==> config.mk <==
export PLATFORM = sky130hd
export DESIGN_NAME = fpi_top
export DESIGN_NICKNAME = d
export VERILOG_FILES = /design/src/fpi_pkg.sv /design/src/fpi_top.sv
export VERILOG_INCLUDE_DIRS = /design/src /design/src/src
export SDC_FILE = /design/constraint.sdc
export NUM_CORES = 1
export LEC_CHECK = 0
export BUFFER_PORTS_ARGS = -buffer_cell sky130_fd_sc_hd__clkbuf_2
export CAP_MARGIN = 20
export CORE_ASPECT_RATIO = 0.75
export CORE_MARGIN = 2
export CORE_UTILIZATION = 30
export DETAILED_ROUTE_END_ITERATION = 16
export SETUP_SLACK_MARGIN = 0.3
export SLEW_MARGIN = 20
export SYNTH_ARGS = -nofsm -noshare
export SYNTH_HDL_FRONTEND = slang
export SYNTH_HIERARCHICAL = 1
export SYNTH_SLANG_ARGS = --single-unit
==> constraint.sdc <==
create_clock -name clk_i -period 5.4 [get_ports clk_i]
set_clock_uncertainty 0.15 [all_clocks]
set_input_delay 0.54 -clock clk_i [delete_from_list [all_inputs] [get_ports clk_i]]
set_output_delay 0.54 -clock clk_i [all_outputs]
set_load 0.03 [all_outputs]
==> src/fpi_regs.svh <==
// register offsets, bit positions and reset values of the fifo port and event flag bank
// assumes byte-wide registers reached over the serial port, five address bits
`ifndef FPI_REGS_SVH
`define FPI_REGS_SVH

`define FPI_ADDR_W       5
`define FPI_OFF_CHAN_A   5'h00
`define FPI_OFF_CHAN_B   5'h01
`define FPI_OFF_FLAGS    5'h02
`define FPI_OFF_MASK     5'h03

`define FPI_BIT_FAULT    7
`define FPI_BIT_WAKE     6
`define FPI_BIT_SEND0    4
`define FPI_BIT_RECV0    2
`define FPI_BIT_AVAIL0   0

`define FPI_FLAGS_RST    8'h00
`define FPI_MASK_RST     8'h00
`define FPI_FLAGS_ROC    8'hfc
`define FPI_BYTE_ZERO    8'h00

`define FPI_CMD_RD_BIT   7
`define FPI_LAST_BIT     3'h7
`define FPI_FIRST_BIT    3'h0

`endif

==> src/fpi_pkg.sv <==
// types shared by the fifo port and event flag bank
// assumes the constants of fpi_regs.svh are included where needed
package fpi_pkg;

	// per-channel configuration bits held elsewhere in the device
	typedef struct packed {
		logic framer_on;
		logic whole_msg_mode;
		logic avail_pin_on;
		logic fault_pin_on;
	} fpi_chan_cfg_s;

	// one byte on a valid/ready stream
	typedef struct packed {
		logic       valid;
		logic [7:0] data;
	} fpi_byte_s;

	// receive queue entry, hdr marks the length byte
	typedef struct packed {
		logic       hdr;
		logic [7:0] data;
	} fpi_entry_s;

	typedef enum logic [1:0] {
		FPI_IDLE,
		FPI_CMD,
		FPI_DATA
	} fpi_spi_state_e;

endpackage

==> src/fpi_top.sv <==
// fifo data ports, event flags, mask and indicator pins of a two-channel link master
// assumes a serial host on sclk/cs_n/mosi/miso (mode 0, msb first), framers on clk_i
`timescale 1ns/1ns
`include "fpi_regs.svh"

////////////////////////////////////////////////////////////////////////////////
// flip-flop fifo, depth a power of two
module fpi_fifo #(
	parameter int W = 8,
	parameter int D = 16
) (
	input  wire logic         clk_i,
	input  wire logic         resetn_i,
	input  wire logic         flush_i,
	input  wire logic         in_valid_i,
	input  wire logic [W-1:0] in_data_i,
	output logic              in_ready_o,
	output logic              out_valid_o,
	output logic [W-1:0]      out_data_o,
	input  wire logic         out_ready_i
);
	localparam int AW = $clog2(D);
	logic [W-1:0] mem [D];
	logic [AW-1:0] wr_ptr;
	logic [AW-1:0] rd_ptr;
	logic [AW:0]   cnt;
	wire           push = in_valid_i & in_ready_o;
	wire           pop  = out_valid_o & out_ready_i;

	// full and empty straight from the count
	assign in_ready_o  = (cnt != D[AW:0]);
	assign out_valid_o = (cnt != '0);
	assign out_data_o  = mem[rd_ptr];

	// pointers and count; flush drops everything
	always_ff @(posedge clk_i or negedge resetn_i) begin
		if (!resetn_i) begin
			wr_ptr <= '0;
			rd_ptr <= '0;
			cnt    <= '0;
		end else if (flush_i) begin
			wr_ptr <= '0;
			rd_ptr <= '0;
			cnt    <= '0;
		end else begin
			wr_ptr <= wr_ptr + AW'(push);
			rd_ptr <= rd_ptr + AW'(pop);
			cnt    <= cnt + (AW+1)'(push) - (AW+1)'(pop);
		end
	end

	// storage needs no reset
	always_ff @(posedge clk_i) begin
		if (push) begin
			mem[wr_ptr] <= in_data_i;
		end
	end
endmodule // fpi_fifo

////////////////////////////////////////////////////////////////////////////////
module fpi_top #(
	parameter int DEPTH = 16
) (
	input  wire logic                     clk_i,
	input  wire logic                     resetn_i,
	input  wire logic                     spi_sclk_i,
	input  wire logic                     spi_cs_n_i,
	input  wire logic                     spi_mosi_i,
	output logic                          spi_miso_o,
	output logic                          spi_miso_oe_o,
	input  wire fpi_pkg::fpi_chan_cfg_s [1:0] cfg_i,
	output fpi_pkg::fpi_byte_s [1:0]      tx_o,
	input  wire logic [1:0]               tx_ready_i,
	input  wire fpi_pkg::fpi_byte_s [1:0] rx_i,
	output logic [1:0]                    rx_ready_o,
	input  wire logic [1:0]               rx_start_i,
	input  wire logic [1:0][7:0]          rx_len_i,
	input  wire logic [1:0]               frame_ok_i,
	input  wire logic [3:0]               fault_event_i,
	input  wire logic                     wakeup_done_i,
	input  wire logic [1:0]               send_fault_i,
	input  wire logic [1:0]               recv_fault_i,
	output logic                          irq_n_o,
	output logic                          chan_a_fault_out_o,
	output logic                          chan_b_fault_out_o,
	output logic                          chan_a_avail_out_o,
	output logic                          chan_b_avail_out_o,
	output logic [1:0][7:0]               recv_level_o
);
	import fpi_pkg::*;

	////////////////////////////////////////////////////////////////////////////
	// pin synchronisers: first stage feeds only the second
	logic sclk_q1, sclk_q2, sclk_q3;
	logic cs_q1, cs_q2;
	logic mosi_q1, mosi_q2;

	always_ff @(posedge clk_i or negedge resetn_i) begin
		if (!resetn_i) begin
			{sclk_q1, sclk_q2, sclk_q3} <= 3'h0;
			{cs_q1, cs_q2}              <= 2'h3;
			{mosi_q1, mosi_q2}          <= 2'h0;
		end else begin
			{sclk_q1, sclk_q2, sclk_q3} <= {spi_sclk_i, sclk_q1, sclk_q2};
			{cs_q1, cs_q2}              <= {spi_cs_n_i, cs_q1};
			{mosi_q1, mosi_q2}          <= {spi_mosi_i, mosi_q1};
		end
	end

	////////////////////////////////////////////////////////////////////////////
	// serial frame engine state
	fpi_spi_state_e           state;
	fpi_spi_state_e           next_state;
	logic [2:0]               bit_cnt;
	logic [7:0]               shift_in;
	logic [7:0]               shift_out;
	logic                     is_rd;
	logic [`FPI_ADDR_W-1:0]   addr;
	logic [7:0]               rd_snap;    // value last loaded for readout
	logic [7:0]               flags;
	logic [7:0]               next_flags;
	logic [7:0]               mask;

	// edge and access decode
	wire       sel       = ~cs_q2;
	wire       rise      = sclk_q2 & ~sclk_q3 & sel;
	wire       fall      = ~sclk_q2 & sclk_q3 & sel;
	wire       byte_done = rise & (bit_cnt == `FPI_LAST_BIT);
	wire [7:0] byte_in   = {shift_in[6:0], mosi_q2};
	wire       in_data   = (state == FPI_DATA);
	wire       wr_stb    = byte_done & in_data & ~is_rd;
	// a readout is committed only once the host clocks its first bit,
	// so the look-ahead load at a burst's end costs no queue byte
	wire       rd_commit = rise & in_data & is_rd & (bit_cnt == `FPI_FIRST_BIT);
	wire       load_rd   = byte_done & (state == FPI_CMD ? byte_in[`FPI_CMD_RD_BIT] : is_rd);
	wire [`FPI_ADDR_W-1:0] load_addr = (state == FPI_CMD) ? byte_in[`FPI_ADDR_W-1:0] : addr;

	// per-channel queue views
	fpi_entry_s [1:0] rx_head;
	logic [1:0]       rx_has;
	logic [1:0]       avail_set;
	logic [1:0]       port_rd;

	// next frame state: cs high always returns to idle
	always_comb begin
		next_state = state;
		unique case (state)
			FPI_IDLE: if (sel) next_state = FPI_CMD;
			FPI_CMD:  if (byte_done) next_state = FPI_DATA;
			FPI_DATA: next_state = FPI_DATA;
		endcase
		if (!sel) next_state = FPI_IDLE;
	end

	// read mux over the four mapped offsets, others read zero
	// reading empty queue
	wire [7:0] rd_a = (cfg_i[0].framer_on & rx_has[0]) ? rx_head[0].data : `FPI_BYTE_ZERO;
	wire [7:0] rd_b = (cfg_i[1].framer_on & rx_has[1]) ? rx_head[1].data : `FPI_BYTE_ZERO;
	wire [7:0] rdata = (load_addr == `FPI_OFF_CHAN_A) ? rd_a :
	                   (load_addr == `FPI_OFF_CHAN_B) ? rd_b :
	                   (load_addr == `FPI_OFF_FLAGS)  ? flags :
	                   (load_addr == `FPI_OFF_MASK)   ? mask : `FPI_BYTE_ZERO;

	always_ff @(posedge clk_i or negedge resetn_i) begin
		if (!resetn_i) begin
			state    <= FPI_IDLE;
			bit_cnt  <= `FPI_FIRST_BIT;
			shift_in <= `FPI_BYTE_ZERO;
			is_rd    <= 1'b0;
			addr     <= `FPI_OFF_CHAN_A;
		end else begin
			state <= next_state;
			if (!sel) begin
				bit_cnt <= `FPI_FIRST_BIT;
			end else if (rise) begin
				bit_cnt  <= bit_cnt + 3'h1;
				shift_in <= byte_in;
			end
			if (byte_done && state == FPI_CMD) begin
				is_rd <= byte_in[`FPI_CMD_RD_BIT];
				addr  <= byte_in[`FPI_ADDR_W-1:0];
			end
		end
	end

	// readout shift: load at byte end, shift on falls inside the byte
	always_ff @(posedge clk_i or negedge resetn_i) begin
		if (!resetn_i) begin
			shift_out     <= `FPI_BYTE_ZERO;
			rd_snap       <= `FPI_BYTE_ZERO;
			spi_miso_oe_o <= 1'b0;
		end else begin
			spi_miso_oe_o <= sel;
			if (load_rd) begin
				shift_out <= rdata;
				rd_snap   <= rdata;
			end else if (fall && bit_cnt != `FPI_FIRST_BIT) begin
				shift_out <= {shift_out[6:0], 1'b0};
			end
		end
	end
	assign spi_miso_o = shift_out[7];

	////////////////////////////////////////////////////////////////////////////
	// channel queues
	for (genvar c = 0; c < 2; c++) begin : g_chan
		localparam logic [`FPI_ADDR_W-1:0] PORT = (c == 0) ? `FPI_OFF_CHAN_A : `FPI_OFF_CHAN_B;
		logic       hdr_pend;
		logic [7:0] hdr_byte;
		logic [7:0] level;
		logic       rx_in_ready;
		logic       rx_push;
		fpi_entry_s rx_in;
		wire on    = cfg_i[c].framer_on;
		wire flush = ~on;
		// host write queues send byte; full queue drops it
		fpi_fifo #(.W(8), .D(DEPTH)) u_send (
			.clk_i       (clk_i),
			.resetn_i    (resetn_i),
			.flush_i     (flush),
			.in_valid_i  (wr_stb & (addr == PORT) & on),
			.in_data_i   (byte_in),
			.in_ready_o  (),
			.out_valid_o (tx_o[c].valid),
			.out_data_o  (tx_o[c].data),
			.out_ready_i (tx_ready_i[c])
		);

		// length byte ahead of the message
		assign rx_in         = {hdr_pend, hdr_pend ? hdr_byte : rx_i[c].data};
		assign rx_ready_o[c] = rx_in_ready & ~hdr_pend & on;
		assign rx_push       = on & rx_in_ready & (hdr_pend | rx_i[c].valid);
		assign port_rd[c]    = rd_commit & (addr == PORT);

		fpi_fifo #(.W($bits(fpi_entry_s)), .D(DEPTH)) u_recv (
			.clk_i       (clk_i),
			.resetn_i    (resetn_i),
			.flush_i     (flush),
			.in_valid_i  (on & (hdr_pend | rx_i[c].valid)),
			.in_data_i   (rx_in),
			.in_ready_o  (rx_in_ready),
			.out_valid_o (rx_has[c]),
			.out_data_o  (rx_head[c]),
			.out_ready_i (port_rd[c] & on)
		);

		assign avail_set[c] = cfg_i[c].whole_msg_mode ? frame_ok_i[c] : (rx_push & ~rx_has[c]);
		wire lvl_up = rx_push & ~hdr_pend;
		wire lvl_dn = port_rd[c] & on & rx_has[c] & ~rx_head[c].hdr;
		always_ff @(posedge clk_i or negedge resetn_i) begin
			if (!resetn_i) begin
				hdr_pend <= 1'b0;
				hdr_byte <= `FPI_BYTE_ZERO;
				level    <= `FPI_BYTE_ZERO;
			end else if (flush) begin
				hdr_pend <= 1'b0;
				level    <= `FPI_BYTE_ZERO;
			end else begin
				if (rx_start_i[c]) begin
					hdr_pend <= 1'b1;
					hdr_byte <= rx_len_i[c];
				end else if (rx_push) begin
					hdr_pend <= 1'b0;
				end
				level <= level + 8'(lvl_up) - 8'(lvl_dn);
			end
		end
		assign recv_level_o[c] = level;
	end

	////////////////////////////////////////////////////////////////////////////
	// event flags: set beats clear; a flags read clears only bits seen by the host,
	// so an event landing between load and commit survives
	logic [7:0] set_vec;
	logic [7:0] clr_vec;
	always_comb begin
		set_vec = `FPI_FLAGS_RST;
		clr_vec = `FPI_FLAGS_RST;
		set_vec[`FPI_BIT_FAULT] = |fault_event_i;
		set_vec[`FPI_BIT_WAKE] = wakeup_done_i;
		for (int c = 0; c < 2; c++) begin
			set_vec[`FPI_BIT_SEND0 + c]  = send_fault_i[c];
			set_vec[`FPI_BIT_RECV0 + c]  = recv_fault_i[c];
			set_vec[`FPI_BIT_AVAIL0 + c] = avail_set[c];
			clr_vec[`FPI_BIT_AVAIL0 + c] = port_rd[c];
		end
		// clear on read of bits 7..2
		if (rd_commit && addr == `FPI_OFF_FLAGS) begin
			clr_vec = clr_vec | (rd_snap & `FPI_FLAGS_ROC);
		end
	end
	assign next_flags = (flags & ~clr_vec) | set_vec;

	always_ff @(posedge clk_i or negedge resetn_i) begin
		if (!resetn_i) begin
			flags <= `FPI_FLAGS_RST;
		end else begin
			flags <= next_flags;
		end
	end

	always_ff @(posedge clk_i or negedge resetn_i) begin
		if (!resetn_i) begin
			mask <= `FPI_MASK_RST;
		end else if (wr_stb && addr == `FPI_OFF_MASK) begin
			mask <= byte_in;
		end
	end

	////////////////////////////////////////////////////////////////////////////
	// output pins, all registered
	always_ff @(posedge clk_i or negedge resetn_i) begin
		if (!resetn_i) begin
			irq_n_o            <= 1'b1;
			chan_a_fault_out_o <= 1'b0;
			chan_b_fault_out_o <= 1'b0;
			chan_a_avail_out_o <= 1'b0;
			chan_b_avail_out_o <= 1'b0;
		end else begin
			irq_n_o <= ~|(flags & mask);
			chan_a_fault_out_o <= cfg_i[0].fault_pin_on & flags[`FPI_BIT_RECV0];
			chan_b_fault_out_o <= cfg_i[1].fault_pin_on & flags[`FPI_BIT_RECV0 + 1];
			chan_a_avail_out_o <= cfg_i[0].avail_pin_on & flags[`FPI_BIT_AVAIL0];
			chan_b_avail_out_o <= cfg_i[1].avail_pin_on & flags[`FPI_BIT_AVAIL0 + 1];
		end
	end
endmodule // fpi_top

==> impl_metrics.toml <==
[finish]
final_cell_mix = "544 x edfxtp_1, 137 x dfrtp_1, 116 x nor2_1, 103 x clkbuf_2"
ff_latch_area_um2 = 20000
nNetsFinal = 1934
final_cells = 3112
final_common_cell = "edfxtp_1"
final.fill_count = 8881
multiInputGateArea_um2 = 8320
syn_to_final_growth_pct = 15.1
antenna_cells = 0
drive_above_1_share_pct = 21.2

[timing]
setup_tns_ps = 0
finalCritPeriodShare_pct = 78.8
hold_violations = 0
finalMaxSlewViolations = 0
slew_headroom_pct = 25.5
max_freq_mhz = 235
grt_setup_unrepaired = "false"
tightestPinTransition_ps = 1110
setup_viol = 0
min_period_ps = 4250
fin_ws_ps = 1150

[synth]
synth_top_family_by_area = "multiplexers"
synth_top_area_share_pct = 56.3
ys_seq_area_share_pct = 69.0
syn_area_um2 = 29000
synth_largest_area_cell = "edfxtp_1"
ys_top_cells_by_area = "edfxtp_1 56%, dfrtp_1 12%, mux4_2 5.7%"
synthSimpleGateAreaFrac_pct = 6.59
synth_xor_area_share_pct = 0.966
synth_nets = 1771
synthMuxAreaShare_pct = 13.8
synth_seq_cells = 691
synth_compound_area_share_pct = 4.14
syn_avg_cell_area_um2 = 17.7
yosys_warnings = 6
async_reset_ff_share_pct = 21.3
synthCells = 1642
yosys.area_share.adder_pct = 3.05
ys.flop_type = "edfxtp_1"
ys_types = 73
synth_edf_count = 544

[floorplan]
core_area_um2 = 95500
pin_count = 105
num_rows = 98
die-height_um = 273
initial_core_util_pct = 30.4
die_w_um = 363
die-area_um2 = 99200

[critical_path]
cp.required_ps = 5750
start_kind = "flop"
worstPathArrival_ps = 4600
path_max_fanout = 10
critPathCaptureType = "flop"
path_class = "flop to flop"

[place]
place.gp.congestion = 0.783
dpl.cell_count = 2953
dp_hpwl_um = 41700
place_ws_ps = 1160
io_buffers = 104

[drt]
drtPass1Iterations = 5
wl_per_cell_um = 20.3
routed_wl_um = 63300
wl_met1_um = 28300
vias = 15300
highest_layer = "met5"
drt_iter0_drc = 1214
via_per_inst = 4.90
drc_errors = 0
dr_wl_met2_um = 29200
dr_wl_met3_um = 4330
drtAntennaViolNets = 0

[cts]
numCtsBuffers = 70
clkTransAtPathRegs_ps = 60
ctsLongestPathBuffers = 3
clk-insertion-delay-late_ps = 620
clockRootBuffer = "clkbuf_16"
cts.sinks = 691
tritoncts = "done"
h-tree-depth = 3

[status]
status = "completed"

[pwr]
switchingPower_mw = 3.67
p_leak_nw = 11.6
ir_drop_uv = 226
p_int_mw = 9.75
p_per_area_nw_per_um2 = 402
p_comb_share_pct = 16.3
power_frac_seq_pct = 49.1
pwr-share-clk_pct = 34.6
switching_share_pct = 27.3

[global_routing]
antenna_found_initial = 0
grt_max_degree = 148
grt_overflow = 0
grt_pass1_vias = 15700
grt_usage_pct = 12.9
grt_first_pass_wirelength_um = 97100

[flow_run]
drv_cap = 0

[worst_hold_path]
hp-class = "input port to flop"
[cells in the mapped netlist, drive strengths merged, types with 13 or more instances]
| cell type | n |
|---|---|
| buf | 34 |
| ha | 61 |
| a22oi | 75 |
| mux2 | 55 |
| nor2 | 116 |
| mux4 | 136 |
| a21o | 19 |
| nor2b | 36 |
| clkbuf | 28 |
| inv | 58 |
| edfxtp | 544 |
| nand2 | 68 |
| nand3 | 25 |
| and2 | 17 |
| xnor2 | 20 |
| nor3 | 25 |
| nand3b | 13 |
| a21oi | 26 |
| dfrtp | 144 |
[final cells by class]
cell class | instances | share of cell area [%]
clock inverter | 35 | 0.889
timing repair buffer | 159 | 3.07
inverter | 59 | 0.664
multi-input combinational | 824 | 24.9
clock buffer | 94 | 5.73
sequential | 691 | 60.0
tap | 1250 | 4.69
[worst max-delay path, cell delays in order (launching register included)]
cell and delay, ps:
dfrtp_1 410, nor3b_2 670, nand4_1 230, or3_1 540, nor3_1 250, ha_1 160, inv_1 40, ha_1 200
fa_1 440, a21o_1 200, a21o_1 190, a21oi_1 190, nor4b_1 70, or3_1 380
[path summary, 6_finish.rpt]
path / startpoint / to / slack, ps / cells past startpoint
worst max-delay path: sclk_q2 / g_chan[0].level[6] / 1150 / 13
worst min-delay path: send_fault_i[1] / flags[5] / 40 / 2
worst max register to register: sclk_q2 / g_chan[0].level[6] / 1150 / 13
worst min register to register: cs_q1 / cs_q2 / 220 / 0
max in group asynchronous: resetn_i / g_chan[1].u_send/rd_ptr[0] / 3800 / 3
min in group asynchronous: resetn_i / g_chan[0].hdr_byte[7] / 390 / 3
[logic make-up after synthesis]
| kind of cell | count (synthesis) |
|---|---|
| AO/OA/AOI/OAI | 160 |
| adder cells (fa/ha/maj) | 67 |
| AND/OR/NAND/NOR | 365 |
| multiplexers | 200 |
| XOR/XNOR | 32 |
| flip-flops | 691 |
| buffers and inverters | 127 |
[metal layers]
layer | up-vias | GRT usage (%)
met5 | - | 0.909
met4 | 2 | 3.63
met3 | 89 | 3.64
met2 | 422 | 19.9
met1 | 7931 | 17.7
li1 | 6816 | -
[flip-flops by register name (all words and copies together) (netlist names), 2 cells and up]
name,flops
shift_in,7
shift_out,8
g_chan.u_send/rd_ptr,8
g_chan.u_send/mem,256
bit_cnt,3
g_chan.u_send/cnt,10
g_chan.u_recv/rd_ptr,8
g_chan.level,16
flags,8
g_chan.u_recv/wr_ptr,8
g_chan.u_recv/cnt,10
g_chan.hdr_pend,2
state,2
g_chan.hdr_byte,16
g_chan.u_send/wr_ptr,8
mask,8
g_chan.u_recv/mem,288
addr,5
rd_snap,6
[stage by stage]
stage | hold WS (ps) | total power [mW] | area (um^2) | utilization [%]
CTS | 12.1 | 13.6 | 33300 | 34.9
floorplan | 94.4 | 8.14 | 29000 | -
global placement | 186 | 8.80 | 30800 | 32.3
detailed placement | 192 | 8.91 | 30800 | 32.3
finish | 44.4 | 13.4 | 33400 | 34.9
global route | 39.8 | 14.1 | 33400 | 34.9
[power groups by stage]
stage | clock network [mW] | registers, mW | logic [mW]
6_report | 4.64 | 6.60 | 2.19
2_1_floorplan | 0 | 6.58 | 1.56
5_1_grt | 5.00 | 6.65 | 2.42
3_3_place_gp | 0 | 6.69 | 2.10
4_1_cts | 4.77 | 6.61 | 2.22
3_5_place_dp | 0 | 6.72 | 2.19
[timing repair]
action | 4_1_cts | 5_1_grt
hold buffers | 28 | 0
buffers inserted | 0 | 0
gates resized for setup | 0 | 0
hold endpoints to repair | 122 | 0
Power figures use the tool's default switching activity.
